<file path="config.mk">
export PLATFORM = sky130hd
export DESIGN_NAME = dram_mode_register_bank
export DESIGN_NICKNAME = d
export VERILOG_FILES = /design/src/dram_mode_pkg.sv /design/src/dram_mode_register_bank.sv
export SDC_FILE = /design/constraint.sdc
export NUM_CORES = 1
export LEC_CHECK = 0
export BUFFER_PORTS_ARGS = -buffer_cell sky130_fd_sc_hd__buf_2
export CAP_MARGIN = 20
export CORE_ASPECT_RATIO = 0.6
export CORE_UTILIZATION = 30
export CTS_CLUSTER_SIZE = 24
export DETAILED_ROUTE_END_ITERATION = 10
export GPL_ROUTABILITY_DRIVEN = 1
export GPL_TIMING_DRIVEN = 0
export HOLD_SLACK_MARGIN = 0.02
export PLACE_DENSITY = 0.59
export SLEW_MARGIN = 5
export SYNTH_ARGS = -nofsm -noshare
export SYNTH_HDL_FRONTEND = slang
export SYNTH_SLANG_ARGS = --single-unit
</file>
<file path="constraint.sdc">
create_clock -name clock_in -period 2.3 [get_ports clock_in]
set_input_delay 0.46 -clock clock_in [delete_from_list [all_inputs] [get_ports clock_in]]
set_output_delay 0.46 -clock clock_in [all_outputs]
set_load 0.01 [all_outputs]
</file>
<file path="src/dram_mode_pkg.sv">
// constants and carrier types for the mode register bank
// assumes one 250 MHz command clock shared by every user
package dram_mode_pkg;
  // mode addresses
  localparam logic [7:0] ADDR_BURST    = 8'h01;
  localparam logic [7:0] ADDR_LATENCY  = 8'h02;
  localparam logic [7:0] ADDR_DRIVE    = 8'h03;
  localparam logic [7:0] ADDR_TEMP     = 8'h04;
  localparam logic [7:0] ADDR_MAKER    = 8'h05;
  localparam logic [7:0] ADDR_REVISION = 8'h06;
  // field layout
  localparam int CODE_MSB = 3;
  localparam int TUF_BIT  = 7;
  localparam int HOT_BIT  = 2;
  localparam int BT_BIT   = 3;
  localparam int WC_BIT   = 4;
  // reset values and legal ranges
  localparam logic [3:0] LAT_RESET   = 4'h1;
  localparam logic [3:0] LAT_MAX     = 4'h6;
  localparam logic [3:0] DRIVE_RESET = 4'h2;
  localparam logic [3:0] DRIVE_MIN   = 4'h1;
  localparam logic [3:0] DRIVE_HOLE  = 4'h5;
  localparam logic [3:0] DRIVE_MAX   = 4'h7;
  localparam logic [3:0] CODE_ZERO   = 4'h0;
  // burst length codes
  localparam logic [2:0] BL4  = 3'h2;
  localparam logic [2:0] BL8  = 3'h3;
  localparam logic [2:0] BL16 = 3'h4;
  localparam logic [3:0] MASK4  = 4'h3;
  localparam logic [3:0] MASK8  = 4'h7;
  localparam logic [3:0] MASK16 = 4'hF;
  localparam logic [3:0] BEAT_ONE = 4'h1;
  localparam logic [4:0] BURST_RESET = 5'h02;
  // refresh-rate codes
  localparam logic [2:0] REF_LOW_LIMIT  = 3'h0;
  localparam logic [2:0] REF_QTR_DERATE = 3'h6;
  localparam logic [2:0] REF_HIGH_LIMIT = 3'h7;
  localparam logic [2:0] REF_NOMINAL    = 3'h3;
  // derating time and its cycle count, rounded up
  localparam int DERATE_PS  = 1875;
  localparam int PERIOD_PS  = 4000;
  localparam int DERATE_CYC = (DERATE_PS + PERIOD_PS - 1) / PERIOD_PS;
  localparam logic [7:0] ZERO_BYTE = 8'h00;

  typedef struct packed {
    logic       write;
    logic       read;
    logic [7:0] address;
    logic [7:0] opcode;
  } mode_cmd_t;

  typedef struct packed {
    logic       valid;
    logic [7:0] data;
  } mode_rdata_t;

  typedef enum logic {BURST_IDLE, BURST_RUN} burst_state_t;
endpackage

</file>
<file path="src/dram_mode_register_bank.sv">
// mode register bank: latency, drive, temperature, identity, burst order
// assumes a decoded mode command each cycle and an async sensor code
`timescale 1ns/1ps
`default_nettype none
module dram_mode_register_bank
  import dram_mode_pkg::*;
#(
  parameter logic [7:0] MAKER_ID    = 8'h5A, // arbitrary value
  parameter logic [7:0] REVISION_ID = 8'h3C  // arbitrary value
) (
  input  wire logic       clock_in,
  input  wire logic       reset_in,
  input  wire mode_cmd_t  command_in,
  output var mode_rdata_t read_out,
  input  wire logic [2:0] sensor_code_in,
  input  wire logic       burst_start_in,
  input  wire logic [3:1] column_in,
  output logic [3:0]      burst_column_out,
  output logic            burst_valid_out,
  output logic            burst_illegal_out,
  output logic [3:0]      latency_config_out,
  output logic [3:0]      drive_strength_out,
  output logic            derate_out,
  output logic            limit_error_out,
  output logic            hot_out
);

  logic [3:0]   latency_q;
  logic [3:0]   drive_q;
  logic [4:0]   burst_cfg_q;
  logic [2:0]   sense_meta_q;
  logic [2:0]   code_q;
  logic [2:0]   code_seen_q;
  logic         tuf_q;
  burst_state_t state_q;
  logic [3:0]   base_q;
  logic [3:0]   beat_q;
  logic [3:0]   mask_q;
  logic         ilv_q;
  logic         nowrap_q;
  logic         wr_en;
  logic         rd_en;
  logic         temp_read;
  logic         lat_ok;
  logic         drive_ok;
  logic         len_ok;
  logic [3:0]   start_col;
  logic [3:0]   cfg_mask;
  logic         start_legal;

  // command qualifiers
  assign wr_en     = command_in.write;
  assign rd_en     = command_in.read;
  assign temp_read = rd_en && command_in.address == ADDR_TEMP;

  // reserved codes are screened before any store
  assign lat_ok   = command_in.opcode[CODE_MSB:0] != CODE_ZERO
                 && command_in.opcode[CODE_MSB:0] <= LAT_MAX;
  assign drive_ok = command_in.opcode[CODE_MSB:0] >= DRIVE_MIN
                 && command_in.opcode[CODE_MSB:0] <= DRIVE_MAX
                 && command_in.opcode[CODE_MSB:0] != DRIVE_HOLE;
  assign len_ok   = command_in.opcode[2:0] == BL4
                 || command_in.opcode[2:0] == BL8
                 || command_in.opcode[2:0] == BL16;

  // latency register, upper opcode bits dropped
  always_ff @(posedge clock_in) begin
    if (reset_in) begin
      latency_q <= LAT_RESET;
    end else if (wr_en && command_in.address == ADDR_LATENCY && lat_ok) begin
      latency_q <= command_in.opcode[CODE_MSB:0];
    end
  end

  // drive strength register
  always_ff @(posedge clock_in) begin
    if (reset_in) begin
      drive_q <= DRIVE_RESET;
    end else if (wr_en && command_in.address == ADDR_DRIVE && drive_ok) begin
      drive_q <= command_in.opcode[CODE_MSB:0];
    end
  end

  // burst config: length, type, wrap; a reserved length drops the write
  always_ff @(posedge clock_in) begin
    if (reset_in) begin
      burst_cfg_q <= BURST_RESET;
    end else if (wr_en && command_in.address == ADDR_BURST && len_ok) begin
      burst_cfg_q <= command_in.opcode[WC_BIT:0];
    end
  end

  // sensor code crosses in from its own timing, two flops first
  always_ff @(posedge clock_in) begin
    if (reset_in) begin
      sense_meta_q <= REF_NOMINAL;
      code_q       <= REF_NOMINAL;
    end else begin
      sense_meta_q <= sensor_code_in;
      code_q       <= sense_meta_q;
    end
  end

  // update flag: a change in the same cycle as a read wins over the clear
  always_ff @(posedge clock_in) begin
    if (reset_in) begin
      tuf_q       <= 1'b0;
      code_seen_q <= REF_NOMINAL;
    end else begin
      code_seen_q <= code_q;
      if (code_q != code_seen_q) begin
        tuf_q <= 1'b1;
      end else if (temp_read) begin
        tuf_q <= 1'b0;
      end
    end
  end

  // temperature status decodes for the controller's timing logic
  always_ff @(posedge clock_in) begin
    if (reset_in) begin
      derate_out      <= 1'b0;
      limit_error_out <= 1'b0;
      hot_out         <= 1'b0;
    end else begin
      derate_out      <= code_q == REF_QTR_DERATE;
      limit_error_out <= code_q == REF_LOW_LIMIT
                      || code_q == REF_HIGH_LIMIT;
      hot_out         <= code_q[HOT_BIT];
    end
  end

  // read answer one cycle after the command; write-only and unmapped give 00h
  always_ff @(posedge clock_in) begin
    if (reset_in) begin
      read_out <= '0;
    end else begin
      read_out.valid <= rd_en;
      case (command_in.address)
        ADDR_TEMP:     read_out.data <= {tuf_q, 4'h0, code_q};
        ADDR_MAKER:    read_out.data <= MAKER_ID;
        ADDR_REVISION: read_out.data <= REVISION_ID;
        default:       read_out.data <= ZERO_BYTE;
      endcase
    end
  end

  // register mirrors for the datapath
  assign latency_config_out = latency_q;
  assign drive_strength_out = drive_q;

  // start column with bit zero forced low
  assign start_col = {column_in, 1'b0};

  // address span per length
  always_comb begin
    case (burst_cfg_q[2:0])
      BL4:     cfg_mask = MASK4;
      BL8:     cfg_mask = MASK8;
      BL16:    cfg_mask = MASK16;
      default: cfg_mask = MASK4;
    endcase
  end

  // no-wrap only at 4 beats; 16 beats sequential wrap only
  assign start_legal = burst_cfg_q[2:0] == BL4
                    || (burst_cfg_q[2:0] == BL8 && !burst_cfg_q[WC_BIT])
                    || (burst_cfg_q[2:0] == BL16 && !burst_cfg_q[WC_BIT]
                        && !burst_cfg_q[BT_BIT]);

  // column of a beat: no-wrap adds, interleave xors, sequential wraps
  function automatic logic [3:0] beat_col(
    input logic [3:0] base,
    input logic [3:0] beat,
    input logic [3:0] mask,
    input logic       ilv,
    input logic       nowrap
  );
    logic [3:0] sum;
    sum = base + beat;
    if (nowrap) begin
      beat_col = sum;
    end else if (ilv) begin
      beat_col = base ^ beat;
    end else begin
      beat_col = (base & ~mask) | (sum & mask);
    end
  endfunction

  // burst sequencer; starts while a burst runs are ignored
  always_ff @(posedge clock_in) begin
    if (reset_in) begin
      state_q           <= BURST_IDLE;
      base_q            <= 4'h0;
      beat_q            <= 4'h0;
      mask_q            <= MASK4;
      ilv_q             <= 1'b0;
      nowrap_q          <= 1'b0;
      burst_column_out  <= 4'h0;
      burst_valid_out   <= 1'b0;
      burst_illegal_out <= 1'b0;
    end else begin
      burst_illegal_out <= 1'b0;
      case (state_q)
        BURST_IDLE: begin
          if (burst_start_in && start_legal) begin
            state_q          <= BURST_RUN;
            base_q           <= start_col;
            beat_q           <= 4'h0;
            mask_q           <= cfg_mask;
            ilv_q            <= burst_cfg_q[BT_BIT];
            nowrap_q         <= burst_cfg_q[WC_BIT];
            burst_column_out <= start_col;
            burst_valid_out  <= 1'b1;
          end else if (burst_start_in) begin
            burst_illegal_out <= 1'b1;
          end
        end
        BURST_RUN: begin
          if (beat_q == mask_q) begin
            state_q         <= BURST_IDLE;
            burst_valid_out <= 1'b0;
          end else begin
            beat_q           <= beat_q + BEAT_ONE;
            burst_column_out <= beat_col(base_q, beat_q + BEAT_ONE,
                                         mask_q, ilv_q, nowrap_q);
          end
        end
        default: begin
          state_q         <= BURST_IDLE;
          burst_valid_out <= 1'b0;
        end
      endcase
    end
  end
endmodule
`default_nettype wire

</file>
# Yosys cells after proc, flatten, opt, wreduce, memory -nomap -nowiden
# Cells that the tools add are included.
[totals] reg_bits=55 latch_bits=0 mem_bits_rw=0 rom_bits=0 input_bits=27 out_inout_bits=26 elab_cells=99 n_memories=0
[classes] add_sub_neg=2 multipliers=0 div=0 magnitude_cmp=3 eq_ne=20 shift=0 n_mux=19 bitwise=6 n_reduce_logical=28
[ops] cell="equality test 8 x 3 -> 1 bit (second input constant)" n=3
[ops] cell="2-to-1 mux 4 bit" n=6
[ops] cell="case mux 4 bit (2 select lines)" n=3
[ops] cell="case mux 8 bit (3 select lines)" n=1
[ops] cell="equality test 8 x 2 -> 1 bit (second input constant)" n=2
[ops] cell="logical AND 1 bit" n=14
[ops] cell="equality test 3 x 2 -> 1 bit (second input constant)" n=4
[ops] cell="equality test 3 bit (second input constant)" n=4
[ops] cell="bitwise AND 4 bit" n=2
[ops] cell="equality test 8 x 1 -> 1 bit (second input constant)" n=1
[ops] cell="less-or-equal comparator 4 x 3 -> 1 bit (second input constant)" n=2
[ops] cell="2-to-1 mux 1 bit" n=7
[ops] cell="AND reduction 2 bit" n=3
[ops] cell="logical OR 1 bit" n=5
[ops] cell="adder 4 x 1 -> 4 bit (second input constant)" n=1
[ops] cell="adder 4 bit" n=1
[ops] cell="equality test 4 bit" n=1
[ops] cell=">= comparator 4 x 1 -> 1 bit (second input constant)" n=1
[ops] cell="inequality test 2 bit (second input constant)" n=2
[ops] cell="inequality test 4 x 3 -> 1 bit (second input constant)" n=1
[ops] cell="NOT 4 bit" n=1
[ops] cell="OR 4 bit" n=1
[ops] cell="case mux 1 bit (2 select lines)" n=2
[ops] cell="nonzero test 4 bit" n=1
[ops] cell="other kinds (8)" n=9

# Logic depth before layout (Yosys ltp)
[depth] word_depth=8 ltp_mapped=7 ltp_nobuf=7

# Worst setup path before layout
# OpenSTA, ideal clock, no wires.
[synth_path] kind="register -> register" startpoint="register, netlist name burst_column_out[0]" endpoint="register burst_column_out[3]" setup_ns=0.088 t_arrival_ns=1.714 path_slack_ns=0.498 stages_incl_launch_ff=7 path_cell_list="dfxtp_1 ha_1 ha_1 fa_1 nor3_1 mux2i_1 a311oi_2"
[synth_rtl] element="end signal, assigned" line="dram_mode_register_bank.sv:213" rtl="burst_column_out <= start_col;"
[synth_rtl] element="end signal, assigned" line="dram_mode_register_bank.sv:225" rtl="burst_column_out <= beat_col(base_q, beat_q + BEAT_ONE,"
[synth_rtl] element="end, declared" line="dram_mode_register_bank.sv:18" rtl="output logic [3:0] burst_column_out,"

==> impl_metrics.toml <==
[route]
num_vias = 1955
ant_nets = 0
drt_iter0_drc = 129
routedWlPerCell_um = 14.0
drc_errors = 0
drt-total-wl_um = 5580
drtPass1Iterations = 4
drt-vias-per-instance = 4.91

[logic_synthesis]
synth_edf_count = 0
syn_avg_cell_area_um2 = 9.49
synth_cell_types = 54
synthArstFlopShare = 0
ys_seq_area_frac = 0.442
synthesis.nets = 270
synth_top_family_by_area = "simple AND/OR/NAND/NOR gates"
yosys-mux-area-fraction = 0.0138
syn_area_um2 = 2270
synth_xor_area_frac = 0.0414
synth_seq_cells = 50
synth_top_flop_cell = "dfxtp_1"
synth-adder-area-share = 0.0254
yosysWarnings = 0
synthCells = 239
synth-simple-area-share = 0.219
synth_compound_area_frac = 0.212

[critical_path]
critPathLaunchType = "register"
crit_chain = "ha_1 -> ha_1 -> fa_1 -> nor3_1 -> mux2i_1 -> a311oi_2"
r2r_start = "burst_column_out[0]$_SDFFE_PP0P_"
cp_max_fo = 5
cp_slowest_stage_delay_ps = 430
criticalPathCategory = "reg -> reg"
worst_path_most_repeated_cell = "ha_1"
crit_start = "burst_column_out[0]$_SDFFE_PP0P_"
slowest_stage = "fa_1"
arrival_ps = 2170
cp.required_ps = 2500
worstSetupEndpointType = "register"

[global_routing]
gr-total-overflow = 0
grt_pass1_vias = 1842
grtUsageTotal = 0.146
grt_pass1_wl_um = 9170
antenna_found_initial = 0
grt_max_degree = 15

[job]
drv_cap = 0

[sta]
hold_ws_ps = 378
clock.fmax_mhz = 508
slew_headroom = 0.601
tightest_slew_ps = 599
rsz0062_at_grt = "false"
finalMaxSlewViolations = 0
clock_skew_ps = 5.58
finalWorstSetupSlack_ps = 331
fin_crit_ps = 1970
period_share = 0.856
finalHoldViolations = 0
finalSetupViolations = 0
setup_tns_ps = 0

[place]
io_buffers = 47
dp_hpwl_um = 4220
gp_congestion = 0.860
place_area_um2 = 2630
placedCellCount = 390
pre_cts_ws_ps = 342

[cells_and_area]
instances_no_fill = 398
antenna_cells = 0
layout-drive-gt1-share = 0.286
fin_area_um2 = 2800
final_util = 0.384
area_delta_synth_final_pct = 23.5
finalNetCount = 324
layout_common_cells = "50 x buf_2, 50 x dfxtp_1, 24 x a21oi_1"

[clock_network]
cts_max_level = 2
ctsRootBufferMaster = "clkbuf_16"
clock_path_buffers = 2
post-cts-setup-buffers = 0
cts_hold_buf = 0
cts_resized = 0
clk_latency_ps = 280
path_clk_slew_ps = 70
numCtsBuffers = 5
cts_tree = "built"
cts.sinks = 50

[worst_hold_path]
holdCritPathClass = "in -> reg"
min_from = "sensor_code_in[0]"

[floorplan]
dieArea_um2 = 7920
row_count = 24
initial_core_util = 0.311
coreArea_um2 = 7300
die_w_um = 114
die_h_um = 69.3
io_pins = 53

[power_and_ir_drop]
p_per_area_nw_per_um2 = 679
total_power_mw = 1.90
leakagePower_nw = 1.12
ir_drop_mv = 0.494

[run_status]
outcome = "completed"
[critical path: cells and delay by family, from the launching register on]
family / cells / cell delay [ps]
AND/OR/NAND/NOR: 1 / 190
flip-flops: 1 / 340
adder cells (fa/ha/maj): 3 / 970
AO/OA/AOI/OAI: 1 / 260
multiplexers: 1 / 110
[logic make-up (layout without fill, tap and decap cells)]
logic type / count (synthesis) / count (layout)
mux: 3 / 3
flops: 50 / 50
fa+ha+maj: 4 / 4
simple gates: 80 / 80
compound gates: 71 / 71
buf+inv: 22 / 77
xor+xnor: 9 / 9
[where the power goes]
group          switching, mW  leakage [nW]  internal (mW)
Sequential            0.0184         0.407          0.892
Clock                  0.308        0.0832          0.493
Combinational          0.111         0.632         0.0793
Total                  0.437          1.12           1.46
[synth_stat cells (2+ instances only)]
library cell / instances / area [um2]
nand2b_1: 3 / 18.8
nor3b_1: 3 / 22.5
nand2_1: 5 / 18.8
a211oi_2: 2 / 25.0
o211ai_1: 4 / 30.0
xor2_1: 6 / 52.6
mux2i_1: 2 / 20.0
a211o_1: 2 / 17.5
buf_2: 3 / 15.0
nand4_1: 3 / 18.8
nor3_1: 7 / 35.0
dfxtp_1: 50 / 1000
nor2_1: 6 / 22.5
o21a_1: 2 / 15.0
nor2b_1: 8 / 50.1
or2_2: 6 / 37.5
xor2_2: 2 / 32.5
inv_1: 7 / 26.3
clkbuf_1: 7 / 26.3
a211oi_1: 5 / 37.5
ha_1: 3 / 37.5
nand3_1: 21 / 105
o21ai_0: 18 / 90.1
o211a_1: 2 / 20.0
nor4_1: 2 / 12.5
nor4b_1: 2 / 17.5
a21oi_1: 24 / 120
buf_4: 3 / 22.5
nor3b_2: 2 / 25.0
and2_1: 5 / 31.3
[metal layers]
layer / part of all wire / GRT usage
met1: 0.54 / 0.222
met2: 0.41 / 0.203
met3: 0.040 / 0.0420
met4: 0.0095 / 0.0274
met5: 0 / 0
[worst paths after layout]
path | end | slack, ps | cells after the start
max reg2reg | burst_column_out[3]$_SDFFE_PP0P_ | 330 | 6
min reg2reg | code_q[1]$_SDFF_PP1_ | 410 | 1
min | sense_meta_q[0]$_SDFF_PP1_ | 380 | 2
max | burst_column_out[3]$_SDFFE_PP0P_ | 330 | 6
[state kept, by name, summed over array words and instances, names as in the netlist, 2 cells and up]
name and cells:
beat_q 3, burst_cfg_q 5, burst_column_out 4, latency_config_out 4
read_out 8, code_seen_q 3, code_q 3, base_q 3
mask_q 2, sense_meta_q 3, drive_strength_out 4
[final cells by class]
class	instances	area [um2]
fillers	734	4500
multi-input cells	167	1160
flip-flops and latches	50	1000
repair buffers	47	235
clock buffers	8	166
well taps	104	130
plain buffers	15	80.1
inverters	7	26.3
Power figures use the tool's default switching activity.
